$ cat config.mk
export PLATFORM = sky130hd
export DESIGN_NAME = phy_autoneg_irq_diag_regs
export DESIGN_NICKNAME = d
export VERILOG_FILES = /design/src/phy_regs_pkg.sv /design/src/phy_autoneg_irq_diag_regs.sv
export VERILOG_INCLUDE_DIRS = /design/src
export SDC_FILE = /design/constraint.sdc
export NUM_CORES = 1
export LEC_CHECK = 0
export BUFFER_PORTS_ARGS = -buffer_cell sky130_fd_sc_hd__buf_2
export CELL_PAD_IN_SITES_DETAIL_PLACEMENT = 1
export CELL_PAD_IN_SITES_GLOBAL_PLACEMENT = 2
export CORE_ASPECT_RATIO = 1.75
export CORE_MARGIN = 1.5
export CORE_UTILIZATION = 37
export CTS_BUF_LIST = sky130_fd_sc_hd__clkbuf_8
export DETAILED_ROUTE_END_ITERATION = 6
export GPL_ROUTABILITY_DRIVEN = 0
export PLACE_DENSITY = 0.81
export SYNTH_ARGS = -nofsm -noshare
export SYNTH_HDL_FRONTEND = slang
export SYNTH_SLANG_ARGS = --single-unit
export TNS_END_PERCENT = 50
$ cat constraint.sdc
create_clock -name I_CLK -period 2.9 [get_ports I_CLK]
set_clock_uncertainty 0.2 [all_clocks]
set_input_delay 0 -clock I_CLK [delete_from_list [all_inputs] [get_ports I_CLK]]
set_output_delay 0 -clock I_CLK [all_outputs]
set_load 0.02 [all_outputs]
$ cat src/phy_regs_consts.svh
// Offsets, field positions, reset values and frame counts of the management register bank.
// Assumes inclusion by bare name from the register bank, the controller model and the bench.
`ifndef PHY_REGS_CONSTS_SVH
`define PHY_REGS_CONSTS_SVH

// Register addresses on the serial management bus.
`define ADDR_PARTNER_ABILITY 5'h05
`define ADDR_EXPANSION 5'h06
`define ADDR_LOCAL_NEXT_PAGE 5'h07
`define ADDR_MISC_FEATURES 5'h10
`define ADDR_IRQ 5'h11
`define ADDR_DIAGNOSTIC 5'h12
`define ADDR_TEST 5'h13

// Field positions.
`define EXP_PD_FAULT_BIT 4
`define EXP_LP_NP_ABLE_BIT 3
`define EXP_NP_ABLE_BIT 2
`define EXP_PAGE_RX_BIT 1
`define EXP_LP_AN_ABLE_BIT 0
`define NP_RESERVED_BIT 14
`define NP_TOGGLE_BIT 11
`define MISC_POLARITY_BIT 14
`define MISC_JAM_BIT 13
`define DIAG_LOCK_BIT 8
`define TEST_RATIO_BIT 6

// Reset values and masks.
`define NP_RESET 16'h2001
`define NP_WRITE_MASK 16'hBFFF
`define MISC_WRITE_MASK 16'hDFF0
`define TEST_RESET_HIGH 4'h8
`define TEST_RESET_MID 4'h2
`define TEST_WRITE_MASK 16'hFFE0
`define DIAG_RESERVED_LOW 8'h22

// Management frame fields and bit counts.
`define OP_READ 2'h2
`define OP_WRITE 2'h1
`define HDR_LAST_BIT 4'hC
`define DATA_LAST_BIT 4'hF

`endif

$ cat src/phy_regs_pkg.sv
// Types shared by the management register bank.
// Assumes the constants header is on the include path.
package phy_regs_pkg;
    // Serial management frame states.
    typedef enum logic [2:0] {
        ST_IDLE,
        ST_HDR,
        ST_TA,
        ST_DATA
    } mdio_state_t;
    typedef logic [15:0] reg_word_t;
endpackage : phy_regs_pkg

$ cat src/phy_autoneg_irq_diag_regs.sv
// Per-port negotiation, interrupt, diagnostic and test registers behind a serial management slave.
// Assumes status inputs come from logic on I_CLK; MDC, MDIO and straps come from pins.
`timescale 1ns/1ps
`include "phy_regs_consts.svh"

// Function
// Base-page partner word is stored whole and read back read-only.
// Next-page partner word uses the same storage, read-only, its own layout.
// Parallel-detect fault latches high and clears only on expansion register read.
// Page-received flag sets on each stored partner word, clears on expansion read.
// Expansion bit 0 reports partner negotiation ability, read-only, reset zero.
// Local next-page ability bit of expansion register is hardwired to one.
// Local next-page word fields writable except bit 14; message page resets to one.
// Toggle bit becomes inverse of previously transmitted toggle value.
// Controller never writes reserved addresses and ignores their read values.
// Misc bit 14 selects interrupt pin active level, reset zero.
// Misc bit 13 read-only shows forced jam transmission, reset zero.
// Interrupt enables at bits 15 to 8, writable, reset zero.
// Status bits set by events, cleared by read; bit 7 for jabber.
// Status bit 6 sets on rising edge of receive error.
// Status bit 5 on new page, bit 4 on parallel detect fault.
// Status bit 3 on partner burst carrying acknowledge.
// Status bit 2 on link going from OK to not OK only.
// Status bit 1 on remote fault, bit 0 on negotiation complete.
// Diagnostic bits 11 and 10 show negotiated duplex and speed, reset zero.
// Diagnostic bit 9 shows receive pass indication from the receiver.
// Diagnostic bit 8 latches receiver lock until the register is read.
// Test bit 6 selects transformer ratio, default taken from a strap pin.
// Interrupt pin active when any enabled status bit is set.
module phy_autoneg_irq_diag_regs (
    input wire logic I_CLK,
    input wire logic I_SYS_RST,
    input wire logic I_CE,
    input wire logic I_MDC,
    input wire logic I_MDIO_I,
    output logic O_MDIO_O,
    output logic O_MDIO_OE_N,
    input wire logic [4:0] I_PHY_ADDR_STRAP,
    input wire logic I_TRANSFORMER_RATIO_STRAP,
    input wire phy_regs_pkg::reg_word_t I_PARTNER_WORD,
    input wire logic I_PARTNER_WORD_STB,
    input wire logic I_PARTNER_AN_ABLE,
    input wire logic I_PARTNER_NP_ABLE,
    input wire logic I_PD_FAULT,
    input wire logic I_JABBER,
    input wire logic I_RX_ERR,
    input wire logic I_PARTNER_ACK,
    input wire logic I_LINK_OK,
    input wire logic I_REMOTE_FAULT,
    input wire logic I_AN_DONE,
    input wire logic I_NP_SENT_STB,
    input wire logic I_NP_SENT_TOGGLE,
    input wire logic I_FORCE_JAM,
    input wire logic I_NEG_DUPLEX,
    input wire logic I_NEG_SPEED,
    input wire logic I_RX_PASS,
    input wire logic I_RX_LOCK,
    output phy_regs_pkg::reg_word_t O_NEXT_PAGE_WORD,
    output logic O_TRANSFORMER_RATIO,
    output logic O_COMPLIANCE_NORMAL,
    output logic O_INT
);
    import phy_regs_pkg::*;

    // Pin synchronisers; the first stage of each is read only by the second.
    logic mdc_s1_r, mdc_s2_r, mdc_s3_r;
    logic mdio_s1_r, mdio_s2_r;
    logic ratio_s1_r, ratio_s2_r;
    logic [4:0] addr_s1_r, addr_s2_r, phy_addr_r;

    // Frame engine state.
    mdio_state_t state_r;
    logic [3:0] cnt_r;
    logic [11:0] hdr_r;
    logic is_read_r, bit_prev_r;
    logic [4:0] reg_addr_r;
    reg_word_t shift_r;
    logic mdio_o_r, mdio_oe_n_r;

    // Register storage.
    reg_word_t partner_r, np_r, misc_r, test_r;
    logic [7:0] irq_en_r, irq_stat_r;
    logic pd_fault_r, page_rx_r, an_able_r, lp_np_able_r;
    logic jam_r, duplex_r, speed_r, rx_pass_r, lock_r;
    logic rx_err_q_r, link_ok_q_r, int_r;

    always_ff @(posedge I_CLK) begin
        if (I_CE) begin
            mdc_s1_r <= I_MDC;
            mdc_s2_r <= mdc_s1_r;
            mdc_s3_r <= mdc_s2_r;
            mdio_s1_r <= I_MDIO_I;
            mdio_s2_r <= mdio_s1_r;
            ratio_s1_r <= I_TRANSFORMER_RATIO_STRAP;
            ratio_s2_r <= ratio_s1_r;
            addr_s1_r <= I_PHY_ADDR_STRAP;
            addr_s2_r <= addr_s1_r;
        end
    end

    // Frame decode; a read only answers when the address matches this port.
    wire mdc_rise = I_CE & mdc_s2_r & ~mdc_s3_r;
    wire [12:0] hdr_full = {hdr_r, mdio_s2_r};
    wire hdr_op_read = hdr_full[11:10] == `OP_READ;
    wire hdr_op_write = hdr_full[11:10] == `OP_WRITE;
    wire hdr_ok = hdr_full[12] & (hdr_op_read | hdr_op_write) & (hdr_full[9:5] == phy_addr_r);
    wire rd_take = mdc_rise & (state_r == ST_TA) & is_read_r & (cnt_r == 4'h0);
    wire wr_take = mdc_rise & (state_r == ST_DATA) & ~is_read_r & (cnt_r == `DATA_LAST_BIT);
    wire [15:0] wr_data = {shift_r[14:0], mdio_s2_r};

    // Unmapped addresses read zero and ignore writes; the controller never writes the reserved ones.
    wire rd_clr_exp = rd_take & (reg_addr_r == `ADDR_EXPANSION);
    wire rd_clr_irq = rd_take & (reg_addr_r == `ADDR_IRQ);
    wire rd_clr_diag = rd_take & (reg_addr_r == `ADDR_DIAGNOSTIC);
    wire wr_np = wr_take & (reg_addr_r == `ADDR_LOCAL_NEXT_PAGE);
    wire wr_misc = wr_take & (reg_addr_r == `ADDR_MISC_FEATURES);
    wire wr_irq = wr_take & (reg_addr_r == `ADDR_IRQ);
    wire wr_test = wr_take & (reg_addr_r == `ADDR_TEST);

    // Register views as the controller reads them.
    wire [15:0] exp_word = {11'h000, pd_fault_r, lp_np_able_r, 1'b1, page_rx_r, an_able_r};
    wire [15:0] misc_word = {misc_r[15:14], jam_r, misc_r[12:0]};
    wire [15:0] irq_word = {irq_en_r, irq_stat_r};
    wire [15:0] diag_word = {4'h0, duplex_r, speed_r, rx_pass_r, lock_r, `DIAG_RESERVED_LOW};
    logic [15:0] rd_word;
    always_comb begin
        case (reg_addr_r)
            `ADDR_PARTNER_ABILITY: rd_word = partner_r;
            `ADDR_EXPANSION: rd_word = exp_word;
            `ADDR_LOCAL_NEXT_PAGE: rd_word = np_r;
            `ADDR_MISC_FEATURES: rd_word = misc_word;
            `ADDR_IRQ: rd_word = irq_word;
            `ADDR_DIAGNOSTIC: rd_word = diag_word;
            `ADDR_TEST: rd_word = test_r;
            default: rd_word = 16'h0000;
        endcase
    end

    // Management frame engine; answers change just after the MDC rising edge it sampled.
    always_ff @(posedge I_CLK) begin
        if (I_SYS_RST) begin
            state_r <= ST_IDLE;
            cnt_r <= 4'h0;
            hdr_r <= 12'h000;
            is_read_r <= 1'b0;
            bit_prev_r <= 1'b0;
            reg_addr_r <= 5'h00;
            shift_r <= 16'h0000;
            mdio_o_r <= 1'b1;
            mdio_oe_n_r <= 1'b1;
        end else if (mdc_rise) begin
            case (state_r)
                ST_IDLE: begin
                    bit_prev_r <= mdio_s2_r;
                    cnt_r <= 4'h0;
                    if (bit_prev_r && !mdio_s2_r) begin
                        state_r <= ST_HDR;
                    end
                end
                ST_HDR: begin
                    hdr_r <= hdr_full[11:0];
                    cnt_r <= cnt_r + 4'h1;
                    // A refused frame still runs its length aimed at an unmapped address,
                    // so that its own data bits can never be taken for a new start.
                    if (cnt_r == `HDR_LAST_BIT) begin
                        cnt_r <= 4'h0;
                        is_read_r <= hdr_ok & hdr_op_read;
                        reg_addr_r <= hdr_ok ? hdr_full[4:0] : 5'h00;
                        bit_prev_r <= 1'b0;
                        state_r <= ST_TA;
                    end
                end
                ST_TA: begin
                    cnt_r <= 4'h1;
                    if (cnt_r == 4'h0) begin
                        if (is_read_r) begin
                            mdio_oe_n_r <= 1'b0;
                            mdio_o_r <= 1'b0;
                            shift_r <= rd_word;
                        end
                    end else begin
                        cnt_r <= 4'h0;
                        state_r <= ST_DATA;
                        if (is_read_r) begin
                            mdio_o_r <= shift_r[15];
                            shift_r <= {shift_r[14:0], 1'b0};
                        end
                    end
                end
                ST_DATA: begin
                    cnt_r <= cnt_r + 4'h1;
                    if (is_read_r) begin
                        mdio_o_r <= shift_r[15];
                        shift_r <= {shift_r[14:0], 1'b0};
                    end else begin
                        shift_r <= wr_data;
                    end
                    if (cnt_r == `DATA_LAST_BIT) begin
                        mdio_oe_n_r <= 1'b1;
                        mdio_o_r <= 1'b1;
                        state_r <= ST_IDLE;
                    end
                end
                default: state_r <= ST_IDLE;
            endcase
        end
    end

    // Events; edge detectors keep a held level from setting its flag again after a read.
    wire rx_err_rise = I_RX_ERR & ~rx_err_q_r;
    wire link_fall = ~I_LINK_OK & link_ok_q_r;
    wire [7:0] irq_event = {I_JABBER, rx_err_rise, I_PARTNER_WORD_STB, I_PD_FAULT,
        I_PARTNER_ACK, link_fall, I_REMOTE_FAULT, I_AN_DONE};
    wire [7:0] irq_stat_nxt = (irq_stat_r & ~{8{rd_clr_irq}}) | irq_event;
    wire irq_any = |(irq_en_r & irq_stat_nxt);

    // Latched flags: a set in the cycle of the clearing read wins over the clear.
    always_ff @(posedge I_CLK) begin
        if (I_SYS_RST) begin
            irq_stat_r <= 8'h00;
            pd_fault_r <= 1'b0;
            page_rx_r <= 1'b0;
            lock_r <= 1'b0;
            rx_err_q_r <= 1'b0;
            link_ok_q_r <= 1'b0;
            int_r <= 1'b0;
        end else if (I_CE) begin
            irq_stat_r <= irq_stat_nxt;
            pd_fault_r <= I_PD_FAULT | (pd_fault_r & ~rd_clr_exp);
            page_rx_r <= I_PARTNER_WORD_STB | (page_rx_r & ~rd_clr_exp);
            lock_r <= I_RX_LOCK | (lock_r & ~rd_clr_diag);
            rx_err_q_r <= I_RX_ERR;
            link_ok_q_r <= I_LINK_OK;
            int_r <= irq_any ? misc_r[`MISC_POLARITY_BIT] : ~misc_r[`MISC_POLARITY_BIT];
        end
    end

    // Live status sampled into flops so every field reads zero out of reset.
    always_ff @(posedge I_CLK) begin
        if (I_SYS_RST) begin
            partner_r <= 16'h0000;
            an_able_r <= 1'b0;
            lp_np_able_r <= 1'b0;
            jam_r <= 1'b0;
            duplex_r <= 1'b0;
            speed_r <= 1'b0;
            rx_pass_r <= 1'b0;
        end else if (I_CE) begin
            if (I_PARTNER_WORD_STB) begin
                partner_r <= I_PARTNER_WORD;
            end
            an_able_r <= I_PARTNER_AN_ABLE;
            lp_np_able_r <= I_PARTNER_NP_ABLE;
            jam_r <= I_FORCE_JAM;
            duplex_r <= I_NEG_DUPLEX;
            speed_r <= I_NEG_SPEED;
            rx_pass_r <= I_RX_PASS;
        end
    end

    // Writable registers; straps are caught while the synchronous reset is held.
    always_ff @(posedge I_CLK) begin
        if (I_SYS_RST) begin
            np_r <= `NP_RESET;
            misc_r <= 16'h0000;
            irq_en_r <= 8'h00;
            test_r <= {`TEST_RESET_HIGH, `TEST_RESET_MID, 1'b0, ratio_s2_r, 1'b1, 5'h00};
            phy_addr_r <= addr_s2_r;
        end else if (I_CE) begin
            if (wr_np) begin
                np_r <= wr_data & `NP_WRITE_MASK;
            end
            if (I_NP_SENT_STB) begin
                np_r[`NP_TOGGLE_BIT] <= ~I_NP_SENT_TOGGLE;
            end
            if (wr_misc) begin
                misc_r <= wr_data & `MISC_WRITE_MASK;
            end
            if (wr_irq) begin
                irq_en_r <= wr_data[15:8];
            end
            if (wr_test) begin
                test_r <= wr_data & `TEST_WRITE_MASK;
            end
        end
    end

    assign O_MDIO_O = mdio_o_r;
    assign O_MDIO_OE_N = mdio_oe_n_r;
    assign O_NEXT_PAGE_WORD = np_r;
    assign O_TRANSFORMER_RATIO = test_r[`TEST_RATIO_BIT];
    assign O_COMPLIANCE_NORMAL = test_r[5];
    assign O_INT = int_r;
endmodule : phy_autoneg_irq_diag_regs

== Word level (Yosys, flattened, before mapping) ==
Index checks and enable logic that the tools add are counted.

* Flip-flop bits (word level): 147
* Word-level logic and storage cells: 158

* $add $sub $neg: 1
* Equal/unequal tests: 22
* Mux-type cells: 31
* Bitwise gates (word level): 39
* Reductions and logical operators: 26

{| class="wikitable"
|+ Operators by type and width
! cell !! count
|-
| $pmux 16 s7 || 1
|-
| $mux 16 || 3
|-
| $pmux 16 s2 || 1
|-
| $and 1x1->1 || 23
|-
| $mux 7 || 3
|-
| $eq 5x5->1 const B || 4
|-
| $reduce_and 2->1 || 9
|-
| $and 8x8->8 || 2
|-
| $pmux 4 s4 || 1
|-
| $eq 5x3->1 const B || 3
|-
| $mux 12 || 1
|-
| $mux 3 || 4
|-
| $pmux 3 s4 || 1
|-
| $reduce_and 3->1 || 4
|-
| $mux 1 || 11
|-
| $reduce_and 5->1 || 2
|-
| $reduce_bool 2->1 || 5
|-
| $eq 4x4->1 const B || 2
|-
| $ne 2x2->1 const B || 4
|-
| $not 1->1 || 8
|-
| $not 8->8 || 1
|-
| $or 8x8->8 || 1
|-
| $reduce_or 8->1 || 1
|-
| $eq 3x2->1 const B || 2
|-
| 16 further kinds || 22
|}

== Depth between registers and ports, before layout ==
Gate-level depths: netlist of the first run.

* Word-level depth: 12
* Depth in mapped cells: 11
* Mapped depth without buffers: 8

== Worst setup path before layout of the first run ==
Ideal clock, no wire load.

* Kind: reg-to-reg
* Start point: register state_r[0]
* End point: register int_r (netlist: O_INT)
* Arrival time: 2.351 ns
* Data required time: 2.612 ns
* Setup slack: 0.261 ns
* Cell stages (with the launch flop): 10
* Buffers on the path: 1
* Clock period less this slack: 2.639 ns
* Cell sequence: dfxtp_1 > inv_1 > ha_1 > nand4bb_1 > or4_4 > buf_6 > a21o_1 > a222oi_1 > a21oi_1 > nor4_2

* Cells in the longest elaborated chain, start to end: 11

{| class="wikitable"
|+ Ends and longest elaborated chain
! item !! line !! source
|-
| start, declared || phy_autoneg_irq_diag_regs.sv:72 || <nowiki>mdio_state_t state_r;</nowiki>
|-
| start signal, assigned || phy_autoneg_irq_diag_regs.sv:142 || <nowiki>state_r <= ST_IDLE;</nowiki>
|-
| start signal, assigned || phy_autoneg_irq_diag_regs.sv:157 || <nowiki>state_r <= ST_HDR;</nowiki>
|-
| start signal, assigned || phy_autoneg_irq_diag_regs.sv:170 || <nowiki>state_r <= ST_TA;</nowiki>
|-
| $eq 3x2->1 || phy_autoneg_irq_diag_regs.sv:107 || <nowiki>wire rd_take = mdc_rise & (state_r == ST_TA) & is_read_r & (cnt_r == 4'h0);</nowiki>
|-
| $and 1x1->1 (3 in series) || phy_autoneg_irq_diag_regs.sv:107 ||
|-
| $and 1x1->1 || phy_autoneg_irq_diag_regs.sv:113 || <nowiki>wire rd_clr_irq = rd_take & (reg_addr_r == `ADDR_IRQ);</nowiki>
|-
| $not 8->8 || phy_autoneg_irq_diag_regs.sv:214 || <nowiki>wire [7:0] irq_stat_nxt = (irq_stat_r & ~{8{rd_clr_irq}}) | irq_event;</nowiki>
|-
| $and 8x8->8 || phy_autoneg_irq_diag_regs.sv:214 ||
|-
| $or 8x8->8 || phy_autoneg_irq_diag_regs.sv:214 ||
|-
| $and 8x8->8 || phy_autoneg_irq_diag_regs.sv:215 || <nowiki>wire irq_any = |(irq_en_r & irq_stat_nxt);</nowiki>
|-
| $reduce_or 8->1 || phy_autoneg_irq_diag_regs.sv:215 ||
|-
| $mux 1 || phy_autoneg_irq_diag_regs.sv:234 || <nowiki>int_r <= irq_any ? misc_r[`MISC_POLARITY_BIT] : ~misc_r[`MISC_POLARITY_BIT];</nowiki>
|-
| end signal, assigned || phy_autoneg_irq_diag_regs.sv:234 ||
|-
| end, declared || phy_autoneg_irq_diag_regs.sv:85 || <nowiki>logic rx_err_q_r, link_ok_q_r, int_r;</nowiki>
|}

Every way passes these cells.
A chain may end at the register's enable or synchronous reset.

== Final worst setup path of the first run ==
* Start point: register reg_addr_r[1]
* End point: register int_r (netlist: O_INT)

* Cells in the longest elaborated chain, start to end: 8

{| class="wikitable"
|+ Ends and longest elaborated chain
! item !! line !! source
|-
| start, declared || phy_autoneg_irq_diag_regs.sv:76 || <nowiki>logic [4:0] reg_addr_r;</nowiki>
|-
| start signal, assigned || phy_autoneg_irq_diag_regs.sv:168 || <nowiki>reg_addr_r <= hdr_ok ? hdr_full[4:0] : 5'h00;</nowiki>
|-
| $eq 5x5->1 || n/a ||
|-
| $and 1x1->1 || phy_autoneg_irq_diag_regs.sv:113 ||
|-
| $not 8->8 || phy_autoneg_irq_diag_regs.sv:214 ||
|-
| $and 8x8->8 || phy_autoneg_irq_diag_regs.sv:214 ||
|-
| $or 8x8->8 || phy_autoneg_irq_diag_regs.sv:214 ||
|-
| $and 8x8->8 || phy_autoneg_irq_diag_regs.sv:215 ||
|-
| $reduce_or 8->1 || phy_autoneg_irq_diag_regs.sv:215 ||
|-
| $mux 1 || phy_autoneg_irq_diag_regs.sv:234 ||
|}

Every way passes these cells.

==> results of run 1 <==
metrics by stage:
stage          power [mW]  setup WS (ns)  hold WS [ns]  instances
5_1_grt              4.10         0.0331        0.0366       1061
3_3_place_gp         2.35          0.274       -0.0224        983
6_report             3.96          0.169        0.0481       1061
2_1_floorplan        2.27          0.261        -0.101        717
3_5_place_dp         2.36          0.195       -0.0200        983
4_1_cts              4.01         0.0583        0.0150       1061
cell type report:
type / instances / area [um2]
Clock buffer: 17 / 234
Inverter: 10 / 37.5
Tap cell: 224 / 280
Timing Repair Buffer: 136 / 981
Clock inverter: 15 / 166
Fill cell: 1951 / 8740
Sequential cell: 146 / 3150
Multi-Input combinational cell: 513 / 2780
what timing repair did:
item / CTS / global route
endpoints found under the setup margin: 0 / 1
hold buffers: 46 / 0
hold endpoints to repair: 95 / 0
gates resized for setup: 0 / 2
layer usage:
metal / up-vias / share of wire
li1: 2718 / -
met1: 2790 / 0.37
met2: 107 / 0.54
met3: 61 / 0.023
met4: 0 / 0.065
met5: - / 0
worst max-delay path: cells and delay by family, from the launching register on:
| kind | cells | cell delay, ns |
|---|---|---|
| compound gates | 3 | 0.74 |
| flops | 1 | 0.37 |
| simple gates | 3 | 1.34 |
kinds of logic after synthesis:
logic type / count (synthesis) / share of synthesized area
simple gates: 278 / 0.200
compound gates: 208 / 0.205
flops: 146 / 0.513
buf+inv: 58 / 0.0374
mux: 13 / 0.0214
fa+ha+maj: 8 / 0.0163
xor+xnor: 5 / 0.00712
other cells: 1 / 0.000610
registers in the layout (all words and copies together) (netlist names), 2 cells and up:
signal            cells
shift_r              16
reg_addr_r            5
irq_stat_r            8
O_NEXT_PAGE_WORD     15
test_r               11
addr_s1_r             5
hdr_r                12
partner_r            16
phy_addr_r            5
cnt_r                 4
irq_en_r              8
misc_r               11
state_r               2
addr_s2_r             5
worst max-delay path by stage:
stage                           end           from  slack (ns)
2_1_floorplan                 O_INT     state_r[0]        0.26
3_3_place_gp                  O_INT     state_r[0]        0.27
3_5_place_dp                  O_INT  reg_addr_r[1]        0.20
4_1_cts        O_NEXT_PAGE_WORD[11]     state_r[1]        0.06
5_1_grt        O_NEXT_PAGE_WORD[11]     state_r[1]        0.03
6_report                      O_INT  reg_addr_r[1]        0.17
power breakdown:
part           total, mW  internal [mW]  switching [mW]  leakage, nW
clock               1.60          0.651           0.948        0.200
combinational      0.211          0.102           0.109         1.25
sequential          2.15           2.11          0.0361         1.22
total               3.96           2.86            1.09         2.67
cells in the mapped netlist (all sizes together), types with 2 or more instances:
master	count	area (um2)
a211oi	16	120
a21o	3	22.5
a21oi	105	526
a22oi	47	353
a31oi	14	87.6
and2	7	43.8
and3b	2	17.5
buf	5	31.3
clkbuf	43	161
dfxtp	123	2460
edfxtp	23	691
ha	8	100
inv	10	37.5
mux2i	12	120
nand2	166	623
nand2b	9	56.3
nand3	3	15.0
nand3b	8	60.1
nand4b	2	17.5
nor2	55	206
nor2b	5	31.3
nor3	4	20.0
nor4	4	31.3
o21a	2	15.0
o21ai	12	60.1
o22a	2	17.5
o22ai	2	12.5
o31ai	2	15.0
or2	2	12.5
or3	2	12.5
or4	3	26.3
xor2	4	35.0
==> flow_summary.json, run 1 <==
{
  "vdd_drop_max_uv": 265,
  "fin_area_um2": 7630,
  "hp-start": "I_PHY_ADDR_STRAP[2]",
  "ys_seq_area_frac": 0.513,
  "r2r-start": "reg_addr_r[1]",
  "end_kind": "flip-flop",
  "worstPathRequired_ns": 3.07,
  "antenna_cells": 0,
  "post_dp_cell_area_um2": 6760,
  "grt-ovfl-total": 0,
  "layout_common_cells": "nand2_1, dfxtp_1, a21oi_1, buf_2, nor2_1",
  "cts.sinks": 146,
  "grt_max_degree": 60,
  "die_w_um": 100,
  "grt_setup_unrepaired": "false",
  "ant_nets": 0,
  "cellPowerDensity_nw_per_um2": 518,
  "dr.pass1.iters": 5,
  "maxSlewHeadroom": 0.551,
  "cpPeakStageDelay_ns": 0.63,
  "path_max_fanout": 14,
  "hold_depth": 2,
  "cts_tree": "yes",
  "pin_count": 65,
  "postSynthAreaPerCell_um2": 8.58,
  "crit_type": "reg2reg",
  "p_leak_nw": 2.67,
  "yosys.cell_types.count": 51,
  "fmax_ghz": 0.366,
  "synth-main-ff-cell": "dfxtp_1",
  "hold_path.class": "in2reg",
  "ys.warnings.count": 0,
  "clk_latency_ns": 0.46,
  "netlist_instances": 717,
  "synthArstFlopShare": 0,
  "drt-total-wl_um": 20900,
  "ctsHtreeMaxLevel": 4,
  "finalHoldViolCount": 0,
  "use_met1": 0.253,
  "dieHeight_um": 174,
  "maxSlewViolCount": 0,
  "grt.total_usage": 0.250,
  "min_period_ns": 2.73,
  "setup_tns_ns": 0,
  "portBuffers": 63,
  "initial_core_util": 0.376,
  "vias": 5676,
  "rrSetupSlack_ns": 0.17,
  "wl_per_cell_um": 19.7,
  "viasPerCell": 5.35,
  "core_area_um2": 16400,
  "final_core_util": 0.466,
  "drc": 0,
  "cts_setup_buffers": 0,
  "worst_pin_slew_ns": 0.673,
  "grt_use_met2": 0.462,
  "clk_pin_slew_ns": 0.10,
  "antenna_found_initial": 0,
  "drv_cap": 0,
  "syn-num-nets": 769,
  "setup_viol": 0,
  "grt_pass1_wl_um": 32700,
  "synthesis.area_um2": 6150,
  "run_status": "complete, no violations",
  "r2r_end": "O_INT",
  "cts_root_buf": "clkbuf_8",
  "fin_nets": 876,
  "rows": 62,
  "hpwl_um": 15100,
  "path_cells": "or3_1 > or4_4 > a21o_1 > a222oi_1 > a21oi_1 > nor4_2",
  "period_share": 0.942,
  "drive_above_1_share": 0.158,
  "synth_edf_count": 23,
  "worst_r2r_path_depth": 6,
  "ys_seq_elements": 146,
  "startpoint_type": "flip-flop",
  "first_global_vias": 6127,
  "cts_buffers": 17,
  "final_common_cell": "nand2_1",
  "critPathArrivalTime_ns": 2.90,
  "die-area_um2": 17400,
  "hold_end": "addr_s1_r[2]",
  "area_delta_synth_final_pct": 24.0,
  "use_met3": 0.0387,
  "cp_slowest_cell": "or4_4",
  "cts_buffer_depth": 2,
  "drt_iter0_markers": 171,
  "top_usage_layer": "met2"
}
Power figures use the tool's default switching activity.
==> run 2: changes to the inputs <==
--- a/config.mk
+++ b/config.mk
@@ -10,5 +10,4 @@
 export CELL_PAD_IN_SITES_DETAIL_PLACEMENT = 1
 export CELL_PAD_IN_SITES_GLOBAL_PLACEMENT = 2
-export CORE_ASPECT_RATIO = 1.75
 export CORE_MARGIN = 1.5
 export CORE_UTILIZATION = 37
==> constraint.sdc (replaced) <==
create_clock -name I_CLK -period 2.9 [get_ports I_CLK]
set_clock_uncertainty 0.2 [all_clocks]
set_input_delay 0.29 -clock I_CLK [delete_from_list [all_inputs] [get_ports I_CLK]]
set_output_delay 0.29 -clock I_CLK [all_outputs]
set_load 0.02 [all_outputs]
==> flow_summary.json, run 2 (synthesis gave the netlist of run 1 again) <==
{
  "p_leak_nw": 2.63,
  "startpoint_type": "flip-flop",
  "path_max_fanout": 14,
  "cts.sinks": 146,
  "clk_pin_slew_ns": 0.09,
  "worstPathRequired_ns": 3.08,
  "core_area_um2": 16100,
  "setup_tns_ns": 0,
  "antenna_cells": 0,
  "wl_per_cell_um": 18.4,
  "cts_root_buf": "clkbuf_8",
  "clk_latency_ns": 0.46,
  "drive_above_1_share": 0.156,
  "drc": 0,
  "vias": 5610,
  "run_status": "complete, no violations",
  "cpPeakStageDelay_ns": 0.67,
  "fin_nets": 867,
  "drt_iter0_markers": 349,
  "crit_path_start": "state_r[0]",
  "final_common_cell": "nand2_1",
  "setup_viol": 0,
  "cts_tree": "yes",
  "rows": 46,
  "path_delay_family": "simple AND/OR/NAND/NOR gates",
  "period_share": 0.955,
  "cellPowerDensity_nw_per_um2": 527,
  "antenna_found_initial": 0,
  "wl_met3_um": 1130,
  "die_w_um": 132,
  "critPathBufInv": 1,
  "end_kind": "flip-flop",
  "critPathArrivalTime_ns": 2.95,
  "grt_max_degree": 68,
  "ant_nets": 0,
  "crit_type": "reg2reg",
  "grt.total_usage": 0.228,
  "grt-ovfl-total": 0,
  "die-area_um2": 17400,
  "topRoutingLayerUsed": "met4",
  "grt_setup_unrepaired": "true",
  "drt-met1-wl_um": 8810,
  "hold_path.class": "in2reg",
  "dr.pass1.iters": 4,
  "cp_slowest_cell": "or4_4",
  "maxSlewViolCount": 0,
  "whs_ns": 0.109,
  "initial_core_util": 0.383,
  "area_delta_synth_final_pct": 22.8,
  "finalHoldViolCount": 0,
  "pin_count": 65,
  "cts_buffers": 17,
  "vdd_drop_max_uv": 324,
  "cts_buffer_depth": 2,
  "hp-start": "I_CE",
  "layout_common_cells": "nand2_1, dfxtp_1, a21oi_1, buf_2, nor2_1",
  "nFillCells": 1879,
  "ctsHtreeMaxLevel": 4,
  "path_cells": "inv_1 > ha_1 > nand4bb_1 > or4_4 > a21o_1 > a222oi_1 > a21oi_1 > nor4_2",
  "hpwl_um": 13400,
  "drv_cap": 0,
  "portBuffers": 63,
  "first_global_vias": 5826,
  "dieHeight_um": 132,
  "fmax_ghz": 0.361,
  "grt_pass1_wl_um": 31200,
  "min_period_ns": 2.77,
  "cts_setup_buffers": 0,
  "worst_pin_slew_ns": 1.13,
  "r2r-start": "state_r[0]",
  "viasPerCell": 5.37,
  "maxSlewHeadroom": 0.236,
  "drt-total-wl_um": 19200,
  "wl_met2_um": 8950
}
[run 2: report_power, final]
group / internal, mW / switching [mW] / total (mW) / leakage, nW
Combinational: 0.0994 / 0.106 / 0.205 / 1.21
Sequential: 2.11 / 0.0338 / 2.14 / 1.22
Clock: 0.721 / 0.913 / 1.63 / 0.198
[run 2: path summary, 6_finish.rpt]
kind | to | slack [ns] | depth (start not counted)
max | O_INT | 0.13 | 8
min | mdio_s1_r | 0.11 | 2
max reg2reg | O_INT | 0.13 | 8
min reg2reg | phy_addr_r[0] | 0.23 | 0
[run 2: final cells by class]
class                   instances  area [um2]  share of cell area
flip-flops and latches        146        3150               0.417
repair buffers                127         916               0.121
clock buffers                  17         234              0.0310
clock inverters                15         163              0.0215
multi-input cells             513        2780               0.368
well taps                     216         270              0.0358
inverters                      10        37.5             0.00497
[run 2: timing repair]
| item | 4_1_cts | 5_1_grt |
|---|---|---|
| endpoints found under the hold margin | 40 | 0 |
| gates resized for setup | 0 | 4 |
| hold buffers | 42 | 0 |
| setup endpoints to repair | 0 | 2 |
[run 2: per-stage QoR]
stage	instances	area [um2]	total power, mW	setup WS [ns]	utilization
after floorplan	717	6150	2.27	0.261	-
after global placement	970	6730	2.34	0.284	0.419
after detailed placement	970	6730	2.35	0.169	0.419
after CTS	1044	7540	4.03	0.0408	0.470
after global routing	1044	7560	4.13	-0.00574	0.471
final	1044	7560	3.98	0.130	0.471
[run 2: layer usage]
layer | GRT usage | vias up
met5 | 0 | -
met3 | 0.0473 | 23
met1 | 0.303 | 2733
li1 | - | 2710
met2 | 0.372 | 144
met4 | 0.0716 | 0
[run 2: worst register-to-register path: stages, from the launching register on]
cell and delay [ns]:
dfxtp_1 0.37, inv_1 0.10, ha_1 0.17, nand4bb_1 0.18, or4_4 0.67, a21o_1 0.22
a222oi_1 0.41, a21oi_1 0.14, nor4_2 0.23
==> run 3: changes to the inputs <==
Settings changed: CORE_ASPECT_RATIO set to 1.75.
==> flow_summary.json, run 3 (synthesis gave the netlist of run 1 again) <==
{
  "run_status": "complete, no violations",
  "drv_cap": 0,
  "p_leak_nw": 2.69,
  "final_common_cell": "nand2_1",
  "dieHeight_um": 174,
  "startpoint_type": "flip-flop",
  "whs_ns": 0.0974,
  "viasPerCell": 5.36,
  "cts_buffers": 17,
  "core_area_um2": 16400,
  "maxSlewViolCount": 0,
  "layout_common_cells": "nand2_1, dfxtp_1, a21oi_1, buf_2, nor2_1",
  "period_share": 0.942,
  "setup_viol": 0,
  "drt_iter0_markers": 239,
  "p_total_mw": 4.08,
  "dr.pass1.iters": 4,
  "antenna_cells": 0,
  "end_kind": "flip-flop",
  "vias": 5672,
  "portBuffers": 63,
  "fmax_ghz": 0.366,
  "drive_above_1_share": 0.159,
  "vdd_drop_max_uv": 272,
  "maxSlewHeadroom": 0.218,
  "fin_nets": 874,
  "drc": 0,
  "post_dp_cell_area_um2": 6800,
  "cts_setup_buffers": 0,
  "crit_type": "reg2reg",
  "cts_root_buf": "clkbuf_8",
  "ant_nets": 0,
  "antenna_found_initial": 0,
  "grt_max_degree": 44,
  "worst_pin_slew_ns": 1.16,
  "first_global_vias": 6146,
  "hold_path.class": "in2reg",
  "min_period_ns": 2.73,
  "ctsHtreeMaxLevel": 4,
  "rows": 62,
  "drt-total-wl_um": 20700,
  "hpwl_um": 15000,
  "setup_tns_ns": 0,
  "cts.sinks": 146,
  "finalHoldViolCount": 0,
  "cts_buffer_depth": 2,
  "fin_area_um2": 7660,
  "clk_latency_ns": 0.46,
  "grt-ovfl-total": 0,
  "grt_setup_unrepaired": "false",
  "initial_core_util": 0.376,
  "grt_pass1_wl_um": 32800,
  "grt.total_usage": 0.249,
  "worstPathRequired_ns": 3.07,
  "area_delta_synth_final_pct": 24.5,
  "die_w_um": 100,
  "pin_count": 65,
  "die-area_um2": 17400,
  "cellPowerDensity_nw_per_um2": 533,
  "path_max_fanout": 14,
  "critPathArrivalTime_ns": 2.90,
  "clk_pin_slew_ns": 0.10,
  "wl_per_cell_um": 19.6,
  "cts_tree": "yes"
}
-- run 3: cell type report --
cell class	instances	area, um2
clock buffer	17	234
sequential	146	3150
fill	1960	8710
timing repair buffer	134	981
tap	224	280
clock inverter	15	194
multi-input combinational	513	2780
inverter	10	37.5
-- run 3: critical path, stage by stage (launching register included) --
cell	delay [ns]
dfxtp_1	0.36
inv_1	0.10
ha_1	0.19
nand4bb_1	0.15
or4_4	0.65
a21o_1	0.22
a222oi_1	0.38
a21oi_1	0.13
nor4_2	0.24
-- run 3: final timing paths --
| kind | from | to | slack, ns | depth (start not counted) |
|---|---|---|---|---|
| worst min register to register | addr_s1_r[0] | addr_s2_r[0] | 0.23 | 0 |
| worst min-delay path | I_SYS_RST | reg_addr_r[4] | 0.1 | 2 |
| worst max-delay path | state_r[0] | O_INT | 0.17 | 8 |
| worst max register to register | state_r[0] | O_INT | 0.17 | 8 |
-- run 3: where the power goes --
| part | leakage [nW] | total (mW) | switching, mW | internal (mW) |
|---|---|---|---|---|
| combinational | 1.25 | 0.210 | 0.109 | 0.101 |
| clock | 0.216 | 1.73 | 0.918 | 0.811 |
| sequential | 1.22 | 2.14 | 0.0351 | 2.11 |
-- run 3: through the flow --
step	instances	setup WS, ns	utilization
5_1_grt	1059	0.0187	0.468
6_report	1059	0.168	0.468
2_1_floorplan	717	0.261	-
4_1_cts	1059	0.0868	0.467
3_3_place_gp	985	0.281	0.416
3_5_place_dp	985	0.196	0.416
-- run 3: routing by layer --
layer  GRT usage  part of all wire
met2       0.480              0.57
met5           0                 0
met1       0.251              0.36
met3      0.0375             0.024
met4       0.120             0.043
-- run 3: what timing repair did --
action	CTS	global route
hold buffers	42	0
endpoints found under the hold margin	40	0
endpoints found under the setup margin	0	1
gates resized for setup	0	2
